[src/timer3_map.svh]
`ifndef TIMER3_MAP_SVH
`define TIMER3_MAP_SVH
// ****************************************
// special function register map
// ****************************************
`define TIMER3_CTRL_ADDR 8'h91
`define TIMER3_CTRL_RESET 8'h00
`define TIMER3_UNUSED_MASK 8'hfd
// ****************************************
// field positions of the control register
// ****************************************
`define TIMER3_HI_FLAG_BIT 7
`define TIMER3_LO_FLAG_BIT 6
`define TIMER3_LO_IRQ_EN_BIT 5
`define TIMER3_CAPTURE_BIT 4
`define TIMER3_SPLIT_BIT 3
`define TIMER3_RUN_BIT 2
`define TIMER3_UNUSED_BIT 1
`define TIMER3_XCLK_BIT 0
// ****************************************
// timing counts
// ****************************************
`define TIMER3_SYS_DIV_LAST 4'hb
`define TIMER3_EXT_DIV_LAST 3'h7
`define TIMER3_BYTE_MAX 8'hff
`define TIMER3_WORD_MAX 16'hffff
`endif

[src/timer3_pkg.sv]
`default_nettype none
package timer3_pkg;
	// one special function register write or read cycle
	typedef struct packed {
		logic [7:0] addr;
		logic [7:0] wdata;
		logic wr;
	} sfr_req_t;
	// control register image, msb first
	typedef struct packed {
		logic high_byte_overflow_flag;
		logic low_byte_overflow_flag;
		logic low_byte_irq_enable;
		logic capture_mode_enable;
		logic split_mode_select;
		logic run_control_bit;
		logic unused;
		logic external_clock_select;
	} timer_three_control_reg_t;
endpackage
`default_nettype wire

[src/timer3_control_logic.sv]
// Notes on behaviour
// high byte rolling 0xFF to 0x00 sets the high-byte overflow flag.
// in 16-bit mode high flag sets only on full 0xFFFF to 0x0000 rollover.
// with timer interrupt enabled, request stands while high flag is set.
// flags never clear themselves; only a software write of zero clears.
// low byte rolling 0xFF to 0x00 sets low flag in every mode.
// low irq enable plus timer enable requests interrupt on low overflow.
// capture-mode enable bit, 1 active, 0 disabled.
// split bit 0 gives one 16-bit counter, 1 gives two 8-bit counters.
// counting only while run bit is 1; in 16-bit it gates everything.
// in split mode run gates only high byte; low byte always runs.
// unused bit 1 reads zero and ignores writes.
// clock select 0 clocks timer from system clock divided by 12.
// clock select 1 uses external clock divided by 8, synchronised.
// in split mode clock select picks external source for both bytes.
// per-byte clock select inputs pick system clock independently per byte.
// each overflow reloads the affected counter from its reload value; in 16-bit mode a low-byte overflow short of 0xFFFF only carries, no reload.
`include "timer3_map.svh"
`timescale 1ns/1ps
`default_nettype none

module timer3_control_logic
	import timer3_pkg::*;
(
	input wire logic i_clock,
	input wire logic i_resetn,
	input wire sfr_req_t i_sfr,
	input wire logic i_timer_irq_enable,
	input wire logic i_high_byte_clock_select,
	input wire logic i_low_byte_clock_select,
	input wire logic i_ext_clock,
	input wire logic [15:0] i_reload_value,
	output logic [7:0] o_sfr_rdata,
	output logic [15:0] o_count,
	output logic o_irq,
	output logic o_capture_mode_enable
);

	// ****************************************
	// declarations
	// ****************************************
	timer_three_control_reg_t ctrl_ff;
	timer_three_control_reg_t nxt_ctrl;
	logic [7:0] rdata_ff;
	logic [15:0] count_ff;
	logic [15:0] nxt_count;
	logic irq_ff;
	logic nxt_irq;
	logic [3:0] sys_div_ff;
	logic [2:0] ext_div_ff;
	logic ext_sync1_ff;
	logic ext_sync2_ff;
	logic ext_sync3_ff;
	logic ext_level_ff;
	logic ctrl_wr;
	logic sys_tick;
	logic ext_rise;
	logic ext_tick;
	logic lo_tick;
	logic hi_tick;
	logic lo_step;
	logic hi_step;
	logic lo_ovf;
	logic hi_ovf;

	// byte tick: direct system clock, else divided source chosen by xclk
	function automatic logic byte_tick(input logic sel_sys, input logic xclk,
		input logic t_sys, input logic t_ext);
		byte_tick = sel_sys ? 1'b1 : (xclk ? t_ext : t_sys);
	endfunction

	// ****************************************
	// register access
	// ****************************************
	assign ctrl_wr = i_sfr.wr && (i_sfr.addr == `TIMER3_CTRL_ADDR);

	// software image first, hardware sets on top so a set beats a clear
	always_comb begin
		nxt_ctrl = ctrl_ff;
		if (ctrl_wr) begin
			nxt_ctrl = timer_three_control_reg_t'(i_sfr.wdata & `TIMER3_UNUSED_MASK);
		end
		nxt_ctrl.unused = 1'b0;
		if (hi_ovf) begin
			nxt_ctrl.high_byte_overflow_flag = 1'b1; // see R1
		end
		if (lo_ovf) begin
			nxt_ctrl.low_byte_overflow_flag = 1'b1; // see R5
		end
	end

	// control register
	always_ff @(posedge i_clock or negedge i_resetn) begin
		if (!i_resetn) begin
			ctrl_ff <= timer_three_control_reg_t'(`TIMER3_CTRL_RESET);
		end else begin
			ctrl_ff <= nxt_ctrl;
		end
	end

	// read data is registered, so it trails the register by one cycle
	always_ff @(posedge i_clock or negedge i_resetn) begin
		if (!i_resetn) begin
			rdata_ff <= `TIMER3_CTRL_RESET;
		end else begin
			rdata_ff <= ctrl_ff & `TIMER3_UNUSED_MASK;
		end
	end

	// ****************************************
	// clock sources
	// ****************************************
	// system clock prescaler, free running so ticks are evenly spaced
	always_ff @(posedge i_clock or negedge i_resetn) begin
		if (!i_resetn) begin
			sys_div_ff <= 4'h0;
		end else if (sys_div_ff == `TIMER3_SYS_DIV_LAST) begin
			sys_div_ff <= 4'h0;
		end else begin
			sys_div_ff <= sys_div_ff + 4'h1;
		end
	end

	assign sys_tick = (sys_div_ff == `TIMER3_SYS_DIV_LAST);

	// external clock synchroniser, first stage feeds only the second
	always_ff @(posedge i_clock or negedge i_resetn) begin
		if (!i_resetn) begin
			ext_sync1_ff <= 1'b0;
			ext_sync2_ff <= 1'b0;
			ext_sync3_ff <= 1'b0;
		end else begin
			ext_sync1_ff <= i_ext_clock;
			ext_sync2_ff <= ext_sync1_ff;
			ext_sync3_ff <= ext_sync2_ff;
		end
	end

	// settled pin level, moved only when stages two and three agree
	// resets low like the idle pin, so no false rise follows reset
	always_ff @(posedge i_clock or negedge i_resetn) begin
		if (!i_resetn) begin
			ext_level_ff <= 1'b0;
		end else if (ext_sync2_ff == ext_sync3_ff) begin
			ext_level_ff <= ext_sync3_ff;
		end
	end

	// a rise counts once stages two and three agree on the new level
	assign ext_rise = ext_sync2_ff && ext_sync3_ff && !ext_level_ff;

	// divide by eight; external clock must stay at or below a quarter of the system rate
	always_ff @(posedge i_clock or negedge i_resetn) begin
		if (!i_resetn) begin
			ext_div_ff <= 3'h0;
		end else if (ext_rise) begin
			ext_div_ff <= ext_div_ff + 3'h1;
		end
	end

	assign ext_tick = ext_rise && (ext_div_ff == `TIMER3_EXT_DIV_LAST);

	// one xclk bit serves both bytes, per-byte selects override it
	assign lo_tick = byte_tick(i_low_byte_clock_select, ctrl_ff.external_clock_select,
		sys_tick, ext_tick); // see R14
	assign hi_tick = byte_tick(i_high_byte_clock_select, ctrl_ff.external_clock_select,
		sys_tick, ext_tick); // see R14

	// ****************************************
	// counter
	// ****************************************
	// 16-bit mode runs on the low byte's clock under the run bit
	always_comb begin
		if (ctrl_ff.split_mode_select) begin
			lo_step = lo_tick;
			hi_step = hi_tick && ctrl_ff.run_control_bit;
		end else begin
			lo_step = lo_tick && ctrl_ff.run_control_bit;
			hi_step = 1'b0;
		end
	end

	// overflow events feed the flags
	always_comb begin
		lo_ovf = lo_step && (count_ff[7:0] == `TIMER3_BYTE_MAX);
		if (ctrl_ff.split_mode_select) begin
			hi_ovf = hi_step && (count_ff[15:8] == `TIMER3_BYTE_MAX);
		end else begin
			hi_ovf = lo_step && (count_ff == `TIMER3_WORD_MAX);
		end
	end

	// next count with auto reload
	always_comb begin
		nxt_count = count_ff;
		if (ctrl_ff.split_mode_select) begin
			if (lo_step) begin
				nxt_count[7:0] = (count_ff[7:0] == `TIMER3_BYTE_MAX) ?
					i_reload_value[7:0] : count_ff[7:0] + 8'h01;
			end
			if (hi_step) begin
				nxt_count[15:8] = (count_ff[15:8] == `TIMER3_BYTE_MAX) ?
					i_reload_value[15:8] : count_ff[15:8] + 8'h01;
			end
		end else if (lo_step) begin
			nxt_count = (count_ff == `TIMER3_WORD_MAX) ?
				i_reload_value : count_ff + 16'h0001; // see R16
		end
	end

	// count register
	always_ff @(posedge i_clock or negedge i_resetn) begin
		if (!i_resetn) begin
			count_ff <= 16'h0000;
		end else begin
			count_ff <= nxt_count;
		end
	end

	// ****************************************
	// interrupt request
	// ****************************************
	// level request, held as long as an enabled flag stays set
	assign nxt_irq = i_timer_irq_enable && (nxt_ctrl.high_byte_overflow_flag ||
		(nxt_ctrl.low_byte_overflow_flag && nxt_ctrl.low_byte_irq_enable)); // see R3

	// request register
	always_ff @(posedge i_clock or negedge i_resetn) begin
		if (!i_resetn) begin
			irq_ff <= 1'b0;
		end else begin
			irq_ff <= nxt_irq;
		end
	end

	// outputs straight from flops
	assign o_sfr_rdata = rdata_ff;
	assign o_count = count_ff;
	assign o_irq = irq_ff;
	assign o_capture_mode_enable = ctrl_ff.capture_mode_enable;
endmodule // timer3_control_logic

`default_nettype wire

[config.mk]
export PLATFORM = sky130hd
export DESIGN_NAME = timer3_control_logic
export DESIGN_NICKNAME = d
export VERILOG_FILES = /design/src/timer3_pkg.sv /design/src/timer3_control_logic.sv
export VERILOG_INCLUDE_DIRS = /design/src
export SDC_FILE = /design/constraint.sdc
export NUM_CORES = 1
export LEC_CHECK = 0
export BUFFER_PORTS_ARGS = -buffer_cell sky130_fd_sc_hd__buf_2
export CORE_UTILIZATION = 47
export DETAILED_ROUTE_END_ITERATION = 10
export GPL_TIMING_DRIVEN = 1
export PLACE_DENSITY = 0.86
export SYNTH_ARGS = -nofsm -noshare
export SYNTH_HDL_FRONTEND = slang
export SYNTH_SLANG_ARGS = --single-unit
[constraint.sdc]
create_clock -name i_clock -period 2.1 [get_ports i_clock]
set_input_delay 0.42 -clock i_clock [delete_from_list [all_inputs] [get_ports i_clock]]
set_output_delay 0.42 -clock i_clock [all_outputs]
set_load 0.01 [all_outputs]
==> parameters.txt, run 1 <==
Parameter                              Value

STA
  Final worst path period share    a little over nine tenths
  Post-route clock skew    ~0.0033 ns
  Max Transition Viols Final    0
  Setup violations, final    0
  Worst hold slack    0.0636 ns
  Final number of hold-violating endpoints    0
  Fmax    486 MHz
  Fin crit period    2.06 ns
  Worst path setup slack after routing    between 0.04 and 0.05 ns

Place
  Weighted congestion at the end of routability-driven global placement    0.872
  Post-detail-place hpwl    4050 um
  Input/output buffers    62
  Post-placement setup slack    approximately 0.0067 ns

Finish
  Fraction of final layout cells with drive strength greater than 1    39.3%
  Number of nets in the layout    339
  Synthesis-to-finish area growth    26.1%
  Number of diodes added for antenna fixing    0
  Final core utilization    61.8%

Status
  Status    completed

Global routing
  Global-route wire length before repair    roughly 8800 um
  Total congestion overflow after global routing    0
  Via count of the first global-routing pass    1860
  Maximum number of pins on one net before global-route repair    25
  Number of antenna violations at the first check in global routing    0
  Gr usage total    22.1%

Detailed routing
  Wire length per cell    14.8 um
  Detailed-route wire length    5370 um
  DR DRC count    0
  Overall via count from detail_route    2023
  Count of routing violations after the opening detailed-route iteration    216
  Antenna Nets Post-Route    0
  Via count normalized by instance count    5.59
  Detailed Routing Iterations Pass 1    4

Logic synthesis
  Sequential fraction of the synthesis area    45.1%
  Synthesized cell area    0.00233 mm^2
  Area share of the largest cell type after synthesis    45.1%
  Top cells by count, synth    42 x dfrtp_1, 21 x nand2_1, 11 x nand3_1, 11 x o21ai_0
  Most repeated cell in the gate-level netlist after synthesis    dfrtp_1
  Synth async-reset ratio    100%
  Gate count after technology mapping    215
  Total of warnings raised by yosys    0
  Number of register bits inferred by synthesis    42
  Number of different library cells in the post-synthesis netlist    61
  Top cell type by total area after synthesis    dfrtp_1
  Most frequently used flop master after synthesis    dfrtp_1
  Largest cells by area after synthesis    dfrtp_1 45%, mux2_2 4.3%, nand2_1 3.4%
  Net count after synthesis    260
  Number of flops mapped to enable cells by yosys    0
  Post-synthesis area per instance    10.8 um^2

Clocking
  Post-CTS Hold Buffers    0
  Number of H-tree branching levels    2
  CTS buffer count    5
  Longest Clk Path Bufs    2
  Clock tree from TritonCTS    done
  Clock Sink Count    between 40 and 50
  Clock network latency to the later pin of the worst-skew pair    0.30 ns
  Clock transition at the registers of the reported paths    0.08 ns
  Root buffer selected by CTS    clkbuf_8

Worst setup path
  Arrival @ worst endpoint    2.25 ns
  Category of the worst setup path launch point    register
  Endpoint kind of the worst setup timing path    register
  Maximum fanout encountered on the critical timing path    4
  Data required, critical path    2.29 ns
  WS Path Type    register to register

Pwr
  Power consumption    ~1.9 mW
  Power density relative to cell area    roughly 660 mW/mm^2
  Total leakage power    1.41 nW
  Maximum vdd drop    0.518 mV

Die
  Vertical die dimension    72.4 um
  Total Die Area    0.00525 mm^2
  Count of standard-cell rows    25
  Number of I/O pins    65
  X dimension of the die    72.4 um
  Core Footprint    0.00475 mm^2
  Starting Density    49.0%

Hold path
  Worst hold path class    input pin to async pin

Flow run
  Max capacitance violation total    0
[power breakdown]
| part | switching [mW] | total, mW | internal, mW |
|---|---|---|---|
| clock network | 0.299 | 0.655 | 0.356 |
| logic | 0.164 | 0.337 | 0.173 |
| registers | 0.0697 | 0.953 | 0.883 |
[critical path: stages, from the launching register on]
cell      delay (ns)
dfrtp_1         0.41
ha_2            0.19
ha_1            0.18
and4b_2         0.26
o31a_4          0.34
a21boi_4        0.15
nand4_1         0.13
mux2_4          0.31
[cell families (layout without fill, tap and decap cells)]
kind of cell	after synthesis	after routing	share of synthesized area [%]
xor gates and xnor gates	3	3	1.13
buffers and inverters	13	93	2.90
DFF	42	42	45.1
other	1	1	0.161
muxes	18	18	8.48
and+or+nand+nor	78	78	21.6
adders and majority gates	6	6	3.22
AOI/OAI and AO/OA	54	54	17.4
[layout by cell type (no fill, tap or decap), types with 3 or more instances in the layout]
master	count
nand2_1	21
a21boi_0	3
a31oi_1	4
nor3_1	8
clkbuf_8	5
inv_1	6
mux2i_1	7
xor2_1	3
ha_1	5
nand3_1	11
nand4_1	6
buf_2	62
and3_1	3
buf_4	16
o21ai_0	11
mux2_2	9
dfrtp_1	42
nor2_1	9
nand3_4	3
a21oi_1	9
[per-layer routing]
metal / GRT usage [%] / vias to the layer above / routed length, um
li1: - / 977 / -
met1: 29.6 / 954 / 2360
met2: 34.8 / 85 / 2610
met3: 5.28 / 7 / 318
met4: 8.50 / 0 / 86
met5: 0 / - / 0
[registers in the layout, summed over array words and instances, names as in the netlist]
name / flops
o_irq: 1
ext_div_ff: 3
sys_div_ff: 4
o_capture_mode_enable: 1
ext_sync1_ff: 1
o_sfr_rdata: 7
ext_sync2_ff: 1
ctrl_ff: 6
ext_sync3_ff: 1
o_count: 16
ext_level_ff: 1
[per-stage QoR]
| stage | setup TNS [ns] | cell area (um^2) | cells |
|---|---|---|---|
| after floorplan | 0 | 2330 | 215 |
| after global placement | 0 | 2790 | 350 |
| after detailed placement | 0 | 2790 | 350 |
| after CTS | 0 | 2910 | 359 |
| after global routing | -0.00339 | 2940 | 362 |
| final | 0 | 2940 | 362 |
[area by class of cell]
cell class / count / area (um^2)
Multi-Input combinational cell: 160 / 1220
Clock inverter: 3 / 43.8
Tap cell: 67 / 83.8
Sequential cell: 42 / 1050
Fill cell: 414 / 1810
Timing Repair Buffer: 79 / 450
Clock buffer: 5 / 68.8
Inverter: 6 / 22.5
[what timing repair did]
| item | in CTS | in global routing |
|---|---|---|
| setup endpoints to repair | 1 | 2 |
| gates resized for setup | 1 | 2 |
| pin swaps | 0 | 0 |
| setup buffers | 1 | 3 |
[worst paths after layout]
kind                       depth (start not counted)  slack, ns              to           from
max in group asynchronous                          2       1.55      o_count[4]       i_resetn
setup / recovery                                   7       0.04     o_count[14]  ext_div_ff[0]
hold reg to reg                                    0       0.35    ext_sync2_ff   ext_sync1_ff
setup reg to reg                                   7       0.04     o_count[14]  ext_div_ff[0]
min in group i_clock                               1       0.22    ext_sync1_ff    i_ext_clock
hold / removal                                     1       0.06  o_sfr_rdata[4]       i_resetn
No activity file was read; power rests on OpenSTA's default activity.
==> inputs of run 2 (changes only) <==
PLACE_DENSITY = 0.77   (was 0.86)
==> parameters.txt, run 2 (synthesis results as in run 1) <==
Parameter                              Value

Status
  Status    completed

Detailed routing
  Via count normalized by instance count    5.61
  Overall via count from detail_route    2031
  Wire length per cell    14.6 um
  Antenna Nets Post-Route    0
  Detailed Routing Iterations Pass 1    4
  Detailed-route wire length    between 5000 and 6000 um
  DR DRC count    0
  Count of routing violations after the opening detailed-route iteration    149

Pwr
  Power density relative to cell area    between 600 and 700 mW/mm^2
  Logic gate share of total power    17.3%
  Sequential power share    49.7%
  Internal power of the cells    between 1 and 1.5 mW
  Switching share of total power    26.6%
  Clock network power share    around a third
  Switching power    0.507 mW
  Total leakage power    about 1.4 nW
  Maximum vdd drop    0.565 mV

Die
  Total Die Area    0.00525 mm^2
  Core Footprint    0.00475 mm^2
  Number of I/O pins    65
  Starting Density    49.0%
  Vertical die dimension    72.4 um
  X dimension of the die    72.4 um
  Count of standard-cell rows    25

Finish
  Final instance count without filler cells    362
  Fraction of final layout cells with drive strength greater than 1    between 30 and 40%
  Synthesis-to-finish area growth    25.9%
  Commonest cells after routing, fill and taps aside    62 x buf_2, 42 x dfrtp_1, 21 x nand2_1
  Most common cell after layout, fill and taps aside    buf_2
  Number of nets in the layout    approximately 340
  Number of flip-flops under the largest register name    16
  Fillers    417
  Number of diodes added for antenna fixing    0
  Final std cell area, no fill    0.00294 mm^2

Clocking
  Number of H-tree branching levels    2
  Root buffer selected by CTS    clkbuf_8
  Clock Sink Count    42
  Post-CTS Hold Buffers    0
  Clock transition at the registers of the reported paths    0.08 ns
  Longest Clk Path Bufs    2
  Clock network latency to the later pin of the worst-skew pair    between 0.2 and 0.3 ns
  CTS buffer count    5
  Clock tree from TritonCTS    done

STA
  Max Transition Viols Final    0
  Setup violations, final    0
  Setup TNS Final    0 ns
  Fmax    a little over 500 MHz
  Post-route clock skew    0.00265 ns
  Transition time at the pin with the least slew margin    0.524 ns
  Slew HR    65.1%
  RSZ-0062 raised after global routing    false
  Fin crit period    1.98 ns
  Final worst path period share    94.5%
  Final number of hold-violating endpoints    0
  Worst hold slack    0.0908 ns

Place
  Post-detail-place hpwl    between 3000 and 4000 um
  Input/output buffers    62
  Weighted congestion at the end of routability-driven global placement    0.882
  Number of placed instances, taps included    352
  Area of placed instances    approximately 0.0028 mm^2

Worst setup path
  Endpoint kind of the worst setup timing path    register
  Maximum fanout encountered on the critical timing path    5
  Arrival @ worst endpoint    2.17 ns
  WS Path Type    register to register
  Category of the worst setup path launch point    register
  Data required, critical path    2.28 ns

Global routing
  Busiest layer in global routing    met2
  Global-route track usage on met1    29.2%
  Via count of the first global-routing pass    1901
  Global-route wire length before repair    roughly 8700 um
  Total congestion overflow after global routing    0
  Met2 capacity usage during global routing    between 30% and 40%
  Gr usage total    21.6%
  Maximum number of pins on one net before global-route repair    23
  GR Layer Usage met3    3.47%
  Number of antenna violations at the first check in global routing    0

Hold path
  Worst hold path class    input pin to async pin

Flow run
  Max capacitance violation total    0
[run 2: critical path, cell delays in order (launching register included)]
cell	delay [ns]
dfrtp_1	0.39
ha_1	0.20
ha_1	0.17
and4b_2	0.26
o31a_4	0.28
a21boi_4	0.14
nand4_1	0.12
mux2_4	0.30
[run 2: path summary, 6_finish.rpt]
check                              start             to  slack, ns  cells after the start
max                        ext_div_ff[0]    o_count[14]       0.12                      7
min in group i_clock         i_ext_clock   ext_sync1_ff       0.23                      1
min reg2reg                 ext_sync1_ff   ext_sync2_ff       0.36                      0
max in group asynchronous       i_resetn  ext_div_ff[0]       1.52                      2
max reg2reg                ext_div_ff[0]    o_count[14]       0.12                      7
min                             i_resetn    o_count[12]       0.09                      1
[run 2: area by class of cell]
type	count	area, um^2	area share [%]
Timing Repair Buffer	79	450	15.3
Tap cell	67	83.8	2.86
Inverter	6	22.5	0.767
Clock inverter	2	37.5	1.28
Multi-Input combinational cell	160	1220	41.5
Clock buffer	6	72.6	2.47
Sequential cell	42	1050	35.8
[run 2: timing repair]
item	CTS	global route
resized for setup	0	2
endpoints found under the setup margin	0	1
setup buffers	0	2
endpoints found under the hold margin	0	0
[run 2: stage by stage]
stage	util [%]	power [mW]	worst slack [ns]
after detailed placement	59.0	1.28	0.0230
after CTS	61.3	1.91	0.0125
after floorplan	-	1.12	0.0814
final	61.7	1.91	0.116
after global placement	59.0	1.26	0.0475
after global routing	61.7	2.01	0.0523
[run 2: layer usage]
layer	wire [um]	share of wire, %
met1	2310	44
met2	2590	49
met3	291	5.5
met4	78	1.5
met5	0	0
[run 2: power groups by stage]
stage | Combinational, mW | Sequential, mW | Clock, mW
after floorplan | 0.155 | 0.968 | 0
after detailed placement | 0.317 | 0.965 | 0
after global routing | 0.366 | 0.962 | 0.679
after CTS | 0.319 | 0.949 | 0.644
final | 0.330 | 0.948 | 0.631
after global placement | 0.296 | 0.959 | 0
